==> config.mk <==
export PLATFORM = sky130hd
export DESIGN_NAME = tdc_top
export DESIGN_NICKNAME = d
export VERILOG_FILES = /design/src/rtl/tdc_pkg.sv /design/src/rtl/tdc_top.sv /design/src/rtl/tdc_pulse_timer.sv /design/src/rtl/tdc_channel.sv
export SDC_FILE = /design/constraint.sdc
export NUM_CORES = 1
export LEC_CHECK = 0
export CORE_ASPECT_RATIO = 2
export CORE_MARGIN = 3
export CORE_UTILIZATION = 60
export CTS_BUF_LIST = sky130_fd_sc_hd__clkbuf_4 sky130_fd_sc_hd__clkbuf_8
export CTS_CLUSTER_DIAMETER = 50
export DETAILED_ROUTE_END_ITERATION = 6
export DONT_BUFFER_PORTS = 1
export GPL_TIMING_DRIVEN = 1
export PLACE_DENSITY_LB_ADDON = 0.25
export SLEW_MARGIN = 20
export SYNTH_ARGS = -nofsm -noshare
export SYNTH_HDL_FRONTEND = slang
export SYNTH_HIERARCHICAL = 1
export SYNTH_SLANG_ARGS = --single-unit
export TNS_END_PERCENT = 10
==> constraint.sdc <==
create_clock -name sys_clk -period 6.15 [get_ports sys_clk]
set_input_delay 0 -clock sys_clk [delete_from_list [all_inputs] [get_ports sys_clk]]
set_output_delay 0 -clock sys_clk [all_outputs]
set_load 0.03 [all_outputs]
==> src/rtl/tdc_pkg.sv <==
/*
 * Constants and types of the dual tamper block: offsets, field layout,
 * reset values, timing counts.
 * Assumes a 125 MHz system clock; long counts are overridable at the top.
 */
package tdc_pkg;

    // register offsets on the device register port
    localparam logic [7:0] ADDR_FLAGS = 8'h0F;
    localparam logic [7:0] ADDR_CFG_ONE = 8'h14;
    localparam logic [7:0] ADDR_CFG_TWO = 8'h15;

    // configuration field positions, msb first, matching tdc_cfg_t
    localparam int CFG_DETECT_ENABLE_BIT = 7;
    localparam int CFG_IRQ_ENABLE_BIT = 6;
    localparam int CFG_SWITCH_TYPE_BIT = 5;
    localparam int CFG_POLARITY_BIT = 4;
    localparam int CFG_SAMPLE_MODE_BIT = 3;
    localparam int CFG_PULL_STRENGTH_BIT = 2;
    localparam int CFG_INTERNAL_WIPE_BIT = 1;
    localparam int CFG_EXTERNAL_WIPE_BIT = 0;
    localparam logic [7:0] CFG_RESET = 8'h00;

    // flags register field positions
    localparam int FLAG_ONE_BIT = 0;
    localparam int FLAG_TWO_BIT = 1;
    localparam logic [7:0] FLAGS_RESET = 8'h00;

    // answers for unmapped reads and deselected ram reads
    localparam logic [7:0] UNMAPPED_DATA = 8'h00;
    localparam logic [7:0] RAM_INVALID_DATA = 8'hFF;

    // internal user ram
    localparam int RAM_DEPTH = 128;
    localparam int RAM_AW = 7;
    localparam logic [6:0] RAM_LAST_ADDR = 7'h7F;

    // timing: figures in their own units, cycle counts derived
    localparam longint CLK_HZ = 125000000;
    localparam longint SECOND_S = 1;
    localparam longint SAMPLE_WINDOW_MS = 1;
    localparam int SECOND_CYCLES = int'(CLK_HZ * SECOND_S);
    localparam int WINDOW_CYCLES = int'((CLK_HZ * SAMPLE_WINDOW_MS) / 1000);

    // external clear width code to seconds
    localparam logic [4:0] CLEAR_S_CODE0 = 5'h01;
    localparam logic [4:0] CLEAR_S_CODE1 = 5'h04;
    localparam logic [4:0] CLEAR_S_CODE2 = 5'h08;
    localparam logic [4:0] CLEAR_S_CODE3 = 5'h10;

    localparam int TIMER_W = 32;

    typedef struct packed {
        logic detect_enable;
        logic irq_enable;
        logic switch_type;
        logic polarity;
        logic sample_mode;
        logic pull_strength;
        logic internal_wipe;
        logic external_wipe;
    } tdc_cfg_t;

    // internal ram wipe sequencer, one-hot
    typedef enum logic [2:0] {
        WIPE_IDLE = 3'b001,
        WIPE_SWEEP = 3'b010,
        WIPE_DONE = 3'b100
    } tdc_wipe_state_t;

endpackage

==> src/rtl/tdc_top.sv <==
/*
 * Dual tamper control: two channels, config and flags registers, interrupt,
 * external clear and reset request, clock freeze, wiped 128-byte user ram.
 * Assumes a byte register port on sys_clk, an outside reset stretcher,
 * and on_battery / osc_running from on-chip logic.
 */
// Operation
// - two channels, each setting its own flag
// - channel configs at two separate addresses
// - enable arms detection; flag clears when zero
// - flag read-only, set by tamper, cleared by enable
// - interrupt enable lets tamper raise interrupt
// - battery needs alarm-in-backup enable
// - switch type picks normally open or closed
// - polarity bit sets tamper level high/low
// - closed type: 1 Hz sampling or continuous
// - open type always monitored continuously
// - sampling only while oscillator runs
// - pull strength bit, closed type only
// - internal wipe zeroes all user ram
// - ram deselected until enable written zero
// - external wipe: clear output, reset request
// - tamper reset equals other reset sources
// - two-bit field sets clear output width
// - high second tamper on an external-wipe channel ignored during clear
// - widths: 1, 4, 8, 16 seconds
// - first tamper freezes clock until both disabled
// - interrupt cleared by flags read, disable, reset
// - sampling: pull on one millisecond each second
`timescale 1ns/1ps
module tdc_top #(
    parameter int SECOND_CYCLES = tdc_pkg::SECOND_CYCLES,
    parameter int WINDOW_CYCLES = tdc_pkg::WINDOW_CYCLES
) (
    input wire logic sys_clk,
    input wire logic sys_rst,
    input wire logic clk_en,
    input wire logic intrusion_input_one,
    input wire logic intrusion_input_two,
    input wire logic on_battery,
    input wire logic osc_running,
    input wire logic alarm_in_backup_enable,
    input wire logic clear_width_bit0,
    input wire logic clear_width_bit1,
    input wire logic [7:0] reg_addr,
    input wire logic reg_wr_en,
    input wire logic [7:0] reg_wr_data,
    input wire logic reg_rd_en,
    output logic [7:0] reg_rd_data,
    input wire logic [tdc_pkg::RAM_AW-1:0] ram_addr,
    input wire logic ram_wr_en,
    input wire logic [7:0] ram_wr_data,
    input wire logic ram_rd_en,
    output logic [7:0] ram_rd_data,
    output logic ram_deselect,
    output logic irq_active,
    output logic external_clear_output,
    output logic tamper_reset_req,
    output logic clock_freeze,
    output logic pull_enable_one,
    output logic pull_enable_two,
    output logic pull_strong_one,
    output logic pull_strong_two
);
    // configuration registers
    tdc_pkg::tdc_cfg_t cfg_one_ff;
    tdc_pkg::tdc_cfg_t cfg_two_ff;
    tdc_pkg::tdc_cfg_t nxt_cfg_one;
    tdc_pkg::tdc_cfg_t nxt_cfg_two;

    // output registers
    logic [7:0] rd_data_ff;
    logic [7:0] ram_rd_data_ff;
    logic irq_ff;
    logic reset_req_ff;
    logic freeze_ff;
    logic clear_out_ff;

    // second timer and sample window
    logic [tdc_pkg::TIMER_W-1:0] sec_cnt_ff;
    logic [tdc_pkg::TIMER_W-1:0] nxt_sec_cnt;
    logic window_ff;
    logic nxt_window;

    // ram, wipe sequencer and lock bits
    logic [7:0] ram_mem [tdc_pkg::RAM_DEPTH];
    tdc_pkg::tdc_wipe_state_t wipe_state_ff;
    tdc_pkg::tdc_wipe_state_t nxt_wipe_state;
    logic [tdc_pkg::RAM_AW-1:0] wipe_addr_ff;
    logic [1:0] lock_ff;
    logic [1:0] nxt_lock;

    // channel results
    logic [1:0] ev;
    logic [1:0] flag;
    logic [1:0] det_en;
    logic [1:0] irq_en;
    logic [1:0] int_wipe;
    logic [1:0] ext_wipe;
    logic clear_busy;
    logic pull_en_one;
    logic pull_en_two;
    logic pull_st_one;
    logic pull_st_two;

    // register port decode
    logic hit_flags;
    logic hit_cfg_one;
    logic hit_cfg_two;
    logic wr_cfg_one;
    logic wr_cfg_two;
    logic rd_flags;
    logic [7:0] flags_word;
    logic [7:0] nxt_rd_data;

    // event combining
    logic irq_allowed;
    logic irq_fire;
    logic irq_clear;
    logic nxt_irq;
    logic ext_fire;
    logic nxt_freeze;
    logic [1:0] clear_code;
    logic [4:0] clear_secs;
    logic [tdc_pkg::TIMER_W-1:0] clear_load;

    // ram access
    logic ram_blocked;
    logic ram_write;
    logic [7:0] nxt_ram_rd;

    assign det_en = {cfg_two_ff.detect_enable, cfg_one_ff.detect_enable};
    assign irq_en = {cfg_two_ff.irq_enable, cfg_one_ff.irq_enable};
    assign int_wipe = {cfg_two_ff.internal_wipe, cfg_one_ff.internal_wipe};
    assign ext_wipe = {cfg_two_ff.external_wipe, cfg_one_ff.external_wipe};

    // address decode, one register per channel
    assign hit_flags = (reg_addr == tdc_pkg::ADDR_FLAGS);
    assign hit_cfg_one = (reg_addr == tdc_pkg::ADDR_CFG_ONE);
    assign hit_cfg_two = (reg_addr == tdc_pkg::ADDR_CFG_TWO);
    assign wr_cfg_one = reg_wr_en & hit_cfg_one;
    assign wr_cfg_two = reg_wr_en & hit_cfg_two;
    assign rd_flags = reg_rd_en & hit_flags;

    // config writes; the flags register ignores writes
    assign nxt_cfg_one = wr_cfg_one ? tdc_pkg::tdc_cfg_t'(reg_wr_data) : cfg_one_ff;
    assign nxt_cfg_two = wr_cfg_two ? tdc_pkg::tdc_cfg_t'(reg_wr_data) : cfg_two_ff;

    always_comb begin
        flags_word = tdc_pkg::FLAGS_RESET;
        flags_word[tdc_pkg::FLAG_ONE_BIT] = flag[0];
        flags_word[tdc_pkg::FLAG_TWO_BIT] = flag[1];
    end

    // read mux; unmapped offsets read as zero
    assign nxt_rd_data = hit_flags ? flags_word :
                         hit_cfg_one ? 8'(cfg_one_ff) :
                         hit_cfg_two ? 8'(cfg_two_ff) :
                         tdc_pkg::UNMAPPED_DATA;

    always_ff @(posedge sys_clk) begin
        if (sys_rst) begin
            cfg_one_ff <= tdc_pkg::tdc_cfg_t'(tdc_pkg::CFG_RESET);
            cfg_two_ff <= tdc_pkg::tdc_cfg_t'(tdc_pkg::CFG_RESET);
            rd_data_ff <= tdc_pkg::UNMAPPED_DATA;
        end else if (clk_en) begin
            cfg_one_ff <= nxt_cfg_one;
            cfg_two_ff <= nxt_cfg_two;
            if (reg_rd_en) begin
                rd_data_ff <= nxt_rd_data;
            end
        end
    end

    localparam logic [tdc_pkg::TIMER_W-1:0] TIMER_LAST = tdc_pkg::TIMER_W'(SECOND_CYCLES - 1);
    localparam logic [tdc_pkg::TIMER_W-1:0] WINDOW_LEN = tdc_pkg::TIMER_W'(WINDOW_CYCLES);

    // one-second timer, window held for the first millisecond
    assign nxt_sec_cnt = (sec_cnt_ff >= TIMER_LAST) ? '0 : sec_cnt_ff + 1'b1;
    assign nxt_window = (nxt_sec_cnt < WINDOW_LEN);

    // free-running; the window only matters to channels in sampled mode
    always_ff @(posedge sys_clk) begin
        if (sys_rst) begin
            sec_cnt_ff <= '0;
            window_ff <= 1'b0;
        end else if (clk_en) begin
            sec_cnt_ff <= nxt_sec_cnt;
            window_ff <= nxt_window;
        end
    end

    tdc_channel u_chan_one (
        .sys_clk(sys_clk),
        .sys_rst(sys_rst),
        .clk_en(clk_en),
        .pin_in(intrusion_input_one),
        .cfg(cfg_one_ff),
        .osc_running(osc_running),
        .sample_window(window_ff),
        .clear_busy(clear_busy),
        .tamper_event(ev[0]),
        .flag(flag[0]),
        .pull_enable(pull_en_one),
        .pull_strong(pull_st_one)
    );

    // channel two, own pin and config; shares the sample window and clear timer with one
    tdc_channel u_chan_two (
        .sys_clk(sys_clk),
        .sys_rst(sys_rst),
        .clk_en(clk_en),
        .pin_in(intrusion_input_two),
        .cfg(cfg_two_ff),
        .osc_running(osc_running),
        .sample_window(window_ff),
        .clear_busy(clear_busy),
        .tamper_event(ev[1]),
        .flag(flag[1]),
        .pull_enable(pull_en_two),
        .pull_strong(pull_st_two)
    );

    assign irq_allowed = ~on_battery | alarm_in_backup_enable;
    assign irq_fire = (|(ev & irq_en)) & irq_allowed;
    // clear by flags read, irq-enable written zero, or reset output
    assign irq_clear = rd_flags |
                       (wr_cfg_one & ~reg_wr_data[tdc_pkg::CFG_IRQ_ENABLE_BIT]) |
                       (wr_cfg_two & ~reg_wr_data[tdc_pkg::CFG_IRQ_ENABLE_BIT]) |
                       reset_req_ff;
    // a tamper in the clearing cycle still wins
    assign nxt_irq = irq_fire | (irq_ff & ~irq_clear);

    // external wipe needs both wipe and enable bits
    assign ext_fire = |(ev & ext_wipe & det_en);

    // freeze on first tamper, release when both enables zero
    assign nxt_freeze = (|ev) | (freeze_ff & (|det_en));

    // width code to seconds, sampled at the tamper
    assign clear_code = {clear_width_bit1, clear_width_bit0};
    assign clear_secs = (clear_code == 2'b00) ? tdc_pkg::CLEAR_S_CODE0 :
                        (clear_code == 2'b01) ? tdc_pkg::CLEAR_S_CODE1 :
                        (clear_code == 2'b10) ? tdc_pkg::CLEAR_S_CODE2 :
                        tdc_pkg::CLEAR_S_CODE3;
    // product stays under 2^32 for the sixteen second case
    assign clear_load = tdc_pkg::TIMER_W'(clear_secs) * tdc_pkg::TIMER_W'(SECOND_CYCLES);

    tdc_pulse_timer u_clear_timer (
        .sys_clk(sys_clk),
        .sys_rst(sys_rst),
        .clk_en(clk_en),
        .load(ext_fire & ~clear_busy),
        .load_count(clear_load),
        .busy(clear_busy)
    );

    // interrupt, reset request, freeze and clear output registers
    always_ff @(posedge sys_clk) begin
        if (sys_rst) begin
            irq_ff <= 1'b0;
            reset_req_ff <= 1'b0;
            freeze_ff <= 1'b0;
            clear_out_ff <= 1'b0;
        end else if (clk_en) begin
            irq_ff <= nxt_irq;
            // one pulse into the shared reset stretcher
            reset_req_ff <= ext_fire & ~clear_busy;
            freeze_ff <= nxt_freeze;
            // clear output follows the width timer
            clear_out_ff <= clear_busy;
        end
    end

    // lock per channel until its enable is written zero
    assign nxt_lock = ((ev & int_wipe & det_en) | lock_ff) & det_en;

    // wipe sequencer sweeps every byte to zero
    always_comb begin
        nxt_wipe_state = wipe_state_ff;
        case (wipe_state_ff)
            tdc_pkg::WIPE_IDLE: begin
                if (|(ev & int_wipe & det_en)) begin
                    nxt_wipe_state = tdc_pkg::WIPE_SWEEP;
                end
            end
            tdc_pkg::WIPE_SWEEP: begin
                if (wipe_addr_ff == tdc_pkg::RAM_LAST_ADDR) begin
                    nxt_wipe_state = tdc_pkg::WIPE_DONE;
                end
            end
            tdc_pkg::WIPE_DONE: begin
                nxt_wipe_state = tdc_pkg::WIPE_IDLE;
            end
            default: begin
                nxt_wipe_state = tdc_pkg::WIPE_IDLE;
            end
        endcase
    end

    always_ff @(posedge sys_clk) begin
        if (sys_rst) begin
            wipe_state_ff <= tdc_pkg::WIPE_IDLE;
            wipe_addr_ff <= '0;
            lock_ff <= 2'b00;
        end else if (clk_en) begin
            wipe_state_ff <= nxt_wipe_state;
            lock_ff <= nxt_lock;
            if (wipe_state_ff == tdc_pkg::WIPE_SWEEP) begin
                wipe_addr_ff <= wipe_addr_ff + 1'b1;
            end else begin
                wipe_addr_ff <= '0;
            end
        end
    end

    // user access blocked while locked or while the wipe sequencer is not idle
    assign ram_blocked = (|lock_ff) | (wipe_state_ff != tdc_pkg::WIPE_IDLE);
    assign ram_write = ram_wr_en & ~ram_blocked;
    assign nxt_ram_rd = ram_blocked ? tdc_pkg::RAM_INVALID_DATA : ram_mem[ram_addr];

    // ram array, no reset: contents survive a system reset by design
    always_ff @(posedge sys_clk) begin
        if (clk_en) begin
            if (wipe_state_ff == tdc_pkg::WIPE_SWEEP) begin
                ram_mem[wipe_addr_ff] <= 8'h00; // zero fill
            end else if (ram_write) begin
                ram_mem[ram_addr] <= ram_wr_data;
            end
        end
    end

    // ram read port and deselect output
    always_ff @(posedge sys_clk) begin
        if (sys_rst) begin
            ram_rd_data_ff <= tdc_pkg::RAM_INVALID_DATA;
        end else if (clk_en & ram_rd_en) begin
            ram_rd_data_ff <= nxt_ram_rd;
        end
    end

    logic deselect_ff;
    logic [3:0] pull_ff;
    always_ff @(posedge sys_clk) begin
        if (sys_rst) begin
            deselect_ff <= 1'b0;
            pull_ff <= 4'h0;
        end else if (clk_en) begin
            deselect_ff <= ram_blocked;
            pull_ff <= {pull_st_two, pull_st_one, pull_en_two, pull_en_one};
        end
    end

    assign reg_rd_data = rd_data_ff;
    assign ram_rd_data = ram_rd_data_ff;
    assign ram_deselect = deselect_ff;
    assign irq_active = irq_ff;
    assign external_clear_output = clear_out_ff;
    assign tamper_reset_req = reset_req_ff;
    assign clock_freeze = freeze_ff;
    assign pull_enable_one = pull_ff[0];
    assign pull_enable_two = pull_ff[1];
    assign pull_strong_one = pull_ff[2];
    assign pull_strong_two = pull_ff[3];
endmodule

==> src/rtl/tdc_pulse_timer.sv <==
/*
 * Pulse timer: a load pulse gives a busy level of load_count enabled cycles.
 * Assumes load_count of at least one.
 */
`timescale 1ns/1ps
module tdc_pulse_timer (
    input wire logic sys_clk,
    input wire logic sys_rst,
    input wire logic clk_en,
    input wire logic load,
    input wire logic [tdc_pkg::TIMER_W-1:0] load_count,
    output logic busy
);
    logic [tdc_pkg::TIMER_W-1:0] cnt_ff;
    logic [tdc_pkg::TIMER_W-1:0] nxt_cnt;
    logic busy_ff;
    logic nxt_busy;

    // a reload while busy restarts the full width
    assign nxt_cnt = load ? load_count - 1'b1 :
                     (cnt_ff != '0) ? cnt_ff - 1'b1 : cnt_ff;
    assign nxt_busy = load | (busy_ff & (cnt_ff != '0));
    assign busy = busy_ff;

    always_ff @(posedge sys_clk) begin
        if (sys_rst) begin
            cnt_ff <= '0;
            busy_ff <= 1'b0;
        end else if (clk_en) begin
            cnt_ff <= nxt_cnt;
            busy_ff <= nxt_busy;
        end
    end
endmodule

==> src/rtl/tdc_channel.sv <==
/*
 * One tamper monitor: pin synchroniser, level compare, sampled or continuous
 * watching, pull control and the sticky tamper flag.
 * Assumes sample_window is a registered level.
 */
`timescale 1ns/1ps
module tdc_channel (
    input wire logic sys_clk,
    input wire logic sys_rst,
    input wire logic clk_en,
    input wire logic pin_in,
    input tdc_pkg::tdc_cfg_t cfg,
    input wire logic osc_running,
    input wire logic sample_window,
    input wire logic clear_busy,
    output logic tamper_event,
    output logic flag,
    output logic pull_enable,
    output logic pull_strong
);
    logic sync1_ff;
    logic sync2_ff;
    logic flag_ff;
    logic pull_ff;
    logic pull_strong_ff;
    logic level_hit;
    logic sampled;
    logic nxt_pull;
    logic watching;
    logic blind;
    logic nxt_flag;

    always_ff @(posedge sys_clk) begin
        if (sys_rst) begin
            sync1_ff <= 1'b0;
            sync2_ff <= 1'b0;
        end else if (clk_en) begin
            sync1_ff <= pin_in;
            sync2_ff <= sync1_ff;
        end
    end

    assign level_hit = (sync2_ff == cfg.polarity);
    // sampled only when closed-type and oscillator runs
    assign sampled = ~cfg.switch_type & cfg.sample_mode & osc_running;
    // pull on in window, none for open-type, off once flagged
    assign nxt_pull = cfg.detect_enable & ~flag_ff & ~cfg.switch_type &
                      (~sampled | sample_window);
    // open-type watched always, closed-type while its pull is on
    assign watching = cfg.detect_enable & ~flag_ff & (cfg.switch_type | pull_ff);
    // high tamper on an external-wipe channel hidden while external clear runs
    assign blind = clear_busy & cfg.polarity & cfg.external_wipe;
    assign tamper_event = watching & level_hit & ~blind;
    // flag sticks until detect enable is zero
    assign nxt_flag = cfg.detect_enable & (flag_ff | tamper_event);

    assign flag = flag_ff;
    assign pull_enable = pull_ff;
    assign pull_strong = pull_strong_ff;

    always_ff @(posedge sys_clk) begin
        if (sys_rst) begin
            flag_ff <= 1'b0;
            pull_ff <= 1'b0;
            pull_strong_ff <= 1'b0;
        end else if (clk_en) begin
            flag_ff <= nxt_flag;
            pull_ff <= nxt_pull;
            pull_strong_ff <= nxt_pull & cfg.pull_strength; // strength
        end
    end
endmodule

==> impl_results.md <==
* I/O pin cnt at 70
* 1st-pass router iterations at 7
* WS Path Type: register to register
* Period Utilization, post-route at 0.7827
* DP Worst Slack at 1.535 ns
* CP Launch Type: register
* R2r setup slk at 1.34 ns
* CTS Hold Bufs at 90
* HPWL after DPL at 69070 um
* Worst-Margin Slew at 2.019 ns
* DRT antenna net count at 0
* Worst setup endpoint: u_clear_timer/cnt_ff[28]
* Via count at 26710
* Failing checks: DRC, slew limit
* Critical Path Fanout Max at 72
* Synth Flop Type: edfxtp_1
* Dpl cells at 3674
* PD cells at 301.1 nW/um^2
* Unrepaired setup endpoints after global routing: no
* Total wire length at 114000 um
* Slew Limit Fails at 156
* Nature of the critical path endpoint: register
* FP Rows at 145
* Initial antenna violation count at 2
* Die area at 83400 sq um
* DR DRC count at 1
* Non-Filler Instances at 4029
* Avg WL per Cell at 28.30 um
* Ys async rst share at 0
* Number of flops mapped to enable cells by yosys at 1024
* Area fraction of the dominant cell type after synthesis at 0.6424
* Yosys cell types at 93
* Chip height at 405.4 um
* Synth top area cells: edfxtp_1 (64%), mux4_2 (14%), dfxtp_1 (5.4%)
* Gr ovfl total at 0
* First-pass GRT wire length at 170500 um
* Worst EP required at 6.84 ns
* # port buffers at 0
* Max Cap Violations at 0
* Core area at 78560 sq um
* Mapped Area at 47860 sq um
* GR Util All Layers at 0.2771
* Slack of the critical path at 1.337 ns
* Layout cells sized above 1 at 0.2071
* Post-CTS Setup Repair Bufs at 0
* Top cell type by total area after synthesis: edfxtp_1
* Post-synthesis register bit count at 1153
* Hold WC Path Type: input port to register
* Critical path's slowest cell: nor3_1
* Max IR drop VDD at 0.1495 mV
* Hold path start: ram_addr[3]
* Worst R2R End: u_clear_timer/cnt_ff[28]
* Critical-path cell list: a21boi_2, a21oi_2, nor4b_2, nand3_1, a21oi_4, buf_4, nor4b_1, o211ai_1, nor3_1, nand3b_1, mux2_2, a21oi_1
* Reg clk slew, reported paths at 0.07 ns
* Root Buffer: clkbuf_8
* Final setup TNS at 0 ns
* Resize count post-CTS at 0
* Vias in the first global route at 27440
* Worst-Skew Late Latency at 0.80 ns
* RR Startpoint: u_clear_timer/busy
* DR vias/cell at 6.628
* Final Critical Period at 4.813 ns
* P&R area growth vs syn at 9.902%
* Initial cell density of the core at 0.6093
* 1st-iter DRT viols at 3036
* Cell count of the worst reg-to-reg path at 12
* Status: finished, violations left
* Pleak at 16.91 nW
* Setup violators final at 0
* Synth warn at 6
* CP Launch Point: u_clear_timer/busy
* H-tree levels at 4
* Crit path largest cell delay at 0.85 ns
* Post-synthesis sequential area ratio at 0.6964
* Largest net degree at the start of global routing at 261
* Avg Inst Size Synth at 17.43 sq um
* RD Place Congestion at 0.9137
* Setup Skew at 0.02897 ns
* Fin nets at 2962
* Synth Instances at 2746
* Die Wd at 205.7 um
* TritonCTS buffer count at 148
* Critical Path AT at 5.51 ns
* TritonCTS clock tree: done
* Achievable frequency at 207.8 MHz
* Clock tree buffer depth at 3
* Worst slew margin at -0.3457
* Sink Count at 1153
* Final Hold Fails at 0
[state kept, by name, indices dropped and copies added, names as in the netlist, 2 cells and up]
signal,count
wipe_addr_ff,7
reg_rd_data,8
u_clear_timer/cnt_ff,32
cfg_two_ff,8
sec_cnt_ff,32
ram_rd_data,8
wipe_state_ff,3
lock_ff,2
cfg_one_ff,8
pull_ff,4
ram_mem,1024
[worst min path at each step]
stage | slack [ns] | to | cells after the start
6_report | 0.05 | ram_rd_data[2] | 5
3_5_place_dp | 0.09 | sec_cnt_ff[1] | 1
2_1_floorplan | 0.07 | u_chan_one/pull_enable | 1
5_1_grt | 0.03 | ram_rd_data[2] | 4
4_1_cts | 0.007 | ram_rd_data[2] | 4
3_3_place_gp | 0.08 | sec_cnt_ff[6] | 1
[kinds of logic after synthesis]
logic type                 synth area share
xor gates and xnor gates           0.003294
DFF                                  0.6964
muxes                                0.1580
buffers and inverters               0.01783
and+or+nand+nor                     0.06214
AOI/OAI and AO/OA                   0.05388
adders and majority gates          0.008365
other                            0.00007835
[cells in the mapped netlist, drive strengths merged, types with 7 or more instances]
master / n
a221oi: 12
a32o: 8
dfxtp: 129
nor2b: 21
clkbuf: 67
a21oi: 99
a211oi: 22
or3b: 7
or3: 19
mux2: 13
xnor2: 12
mux2i: 93
nor2: 207
a31oi: 27
nor4: 14
a31o: 7
inv: 32
o31ai: 8
o22ai: 14
nand2b: 21
nand2: 105
o32ai: 9
a22oi: 16
and2: 29
buf: 85
mux4: 288
or2: 8
o221ai: 9
ha: 32
and3: 19
nor3: 32
nor4b: 10
nand4: 16
nand3: 43
o21ai: 64
a21o: 7
o211ai: 17
or4: 11
o21a: 15
edfxtp: 1024
[power by group]
part | leakage, nW | total (W) | internal (W) | switching [W]
registers | 10.5 | 0.00875 | 0.00863 | 0.000124
logic | 4.86 | 0.00161 | 0.000670 | 0.000943
clock network | 1.52 | 0.00548 | 0.00278 | 0.00270
[critical path, delay by kind of cell, from the launching register on]
kind / cells / cell delay [ns]
and+or+nand+nor: 5 / 2.44
AOI/OAI and AO/OA: 5 / 0.90
buffers and inverters: 1 / 0.63
DFF: 1 / 0.39
muxes: 1 / 0.33
[area by class of cell]
type | instances | area, sq um
clock inverters | 55 | 320.3
clock buffers | 209 | 2564
well taps | 1029 | 1287
diodes | 1 | 2.502
flip-flops and latches | 1153 | 33330
repair buffers | 117 | 1169
fillers | 4963 | 25950
inverters | 33 | 123.9
multi-input cells | 1432 | 13800
[per-layer routing]
metal,track usage,vias up,part of all wire,wire length (um)
li1,-,11410,-,-
met1,0.3227,13740,0.34,39070
met2,0.4964,1237,0.54,62000
met3,0.04965,325,0.066,7577
met4,0.1278,2,0.047,5338
met5,0,-,0.00018,20
[metrics by stage]
stage	util	power, W	hold slack [ns]	instance area [sq um]
floorplan	-	0.01007	0.06907	47950
global placement	0.6205	0.01034	0.08210	48750
detailed placement	0.6205	0.01038	0.08532	48750
CTS	0.6696	0.01588	0.006610	52600
global route	0.6696	0.01635	0.03025	52600
finish	0.6696	0.01584	0.04927	52600
[cells in the final DEF (no fill, tap or decap), types with 19 or more instances in the layout]
cell,count
nor2b_1,20
clkbuf_8,159
nand2_1,105
dlygate4sd3_1,85
clkinv_1,35
o21ai_0,49
nand2b_1,21
conb_1,25
ha_1,32
buf_4,27
clkbuf_4,50
a31oi_1,26
nor3_1,31
dfxtp_1,129
mux4_2,288
inv_1,30
a21oi_1,96
or3_1,19
edfxtp_1,1024
mux2i_1,93
nor2_1,204
a211oi_1,22
and2_1,20
nand3_1,42
(Power assumes the default switching activity.)
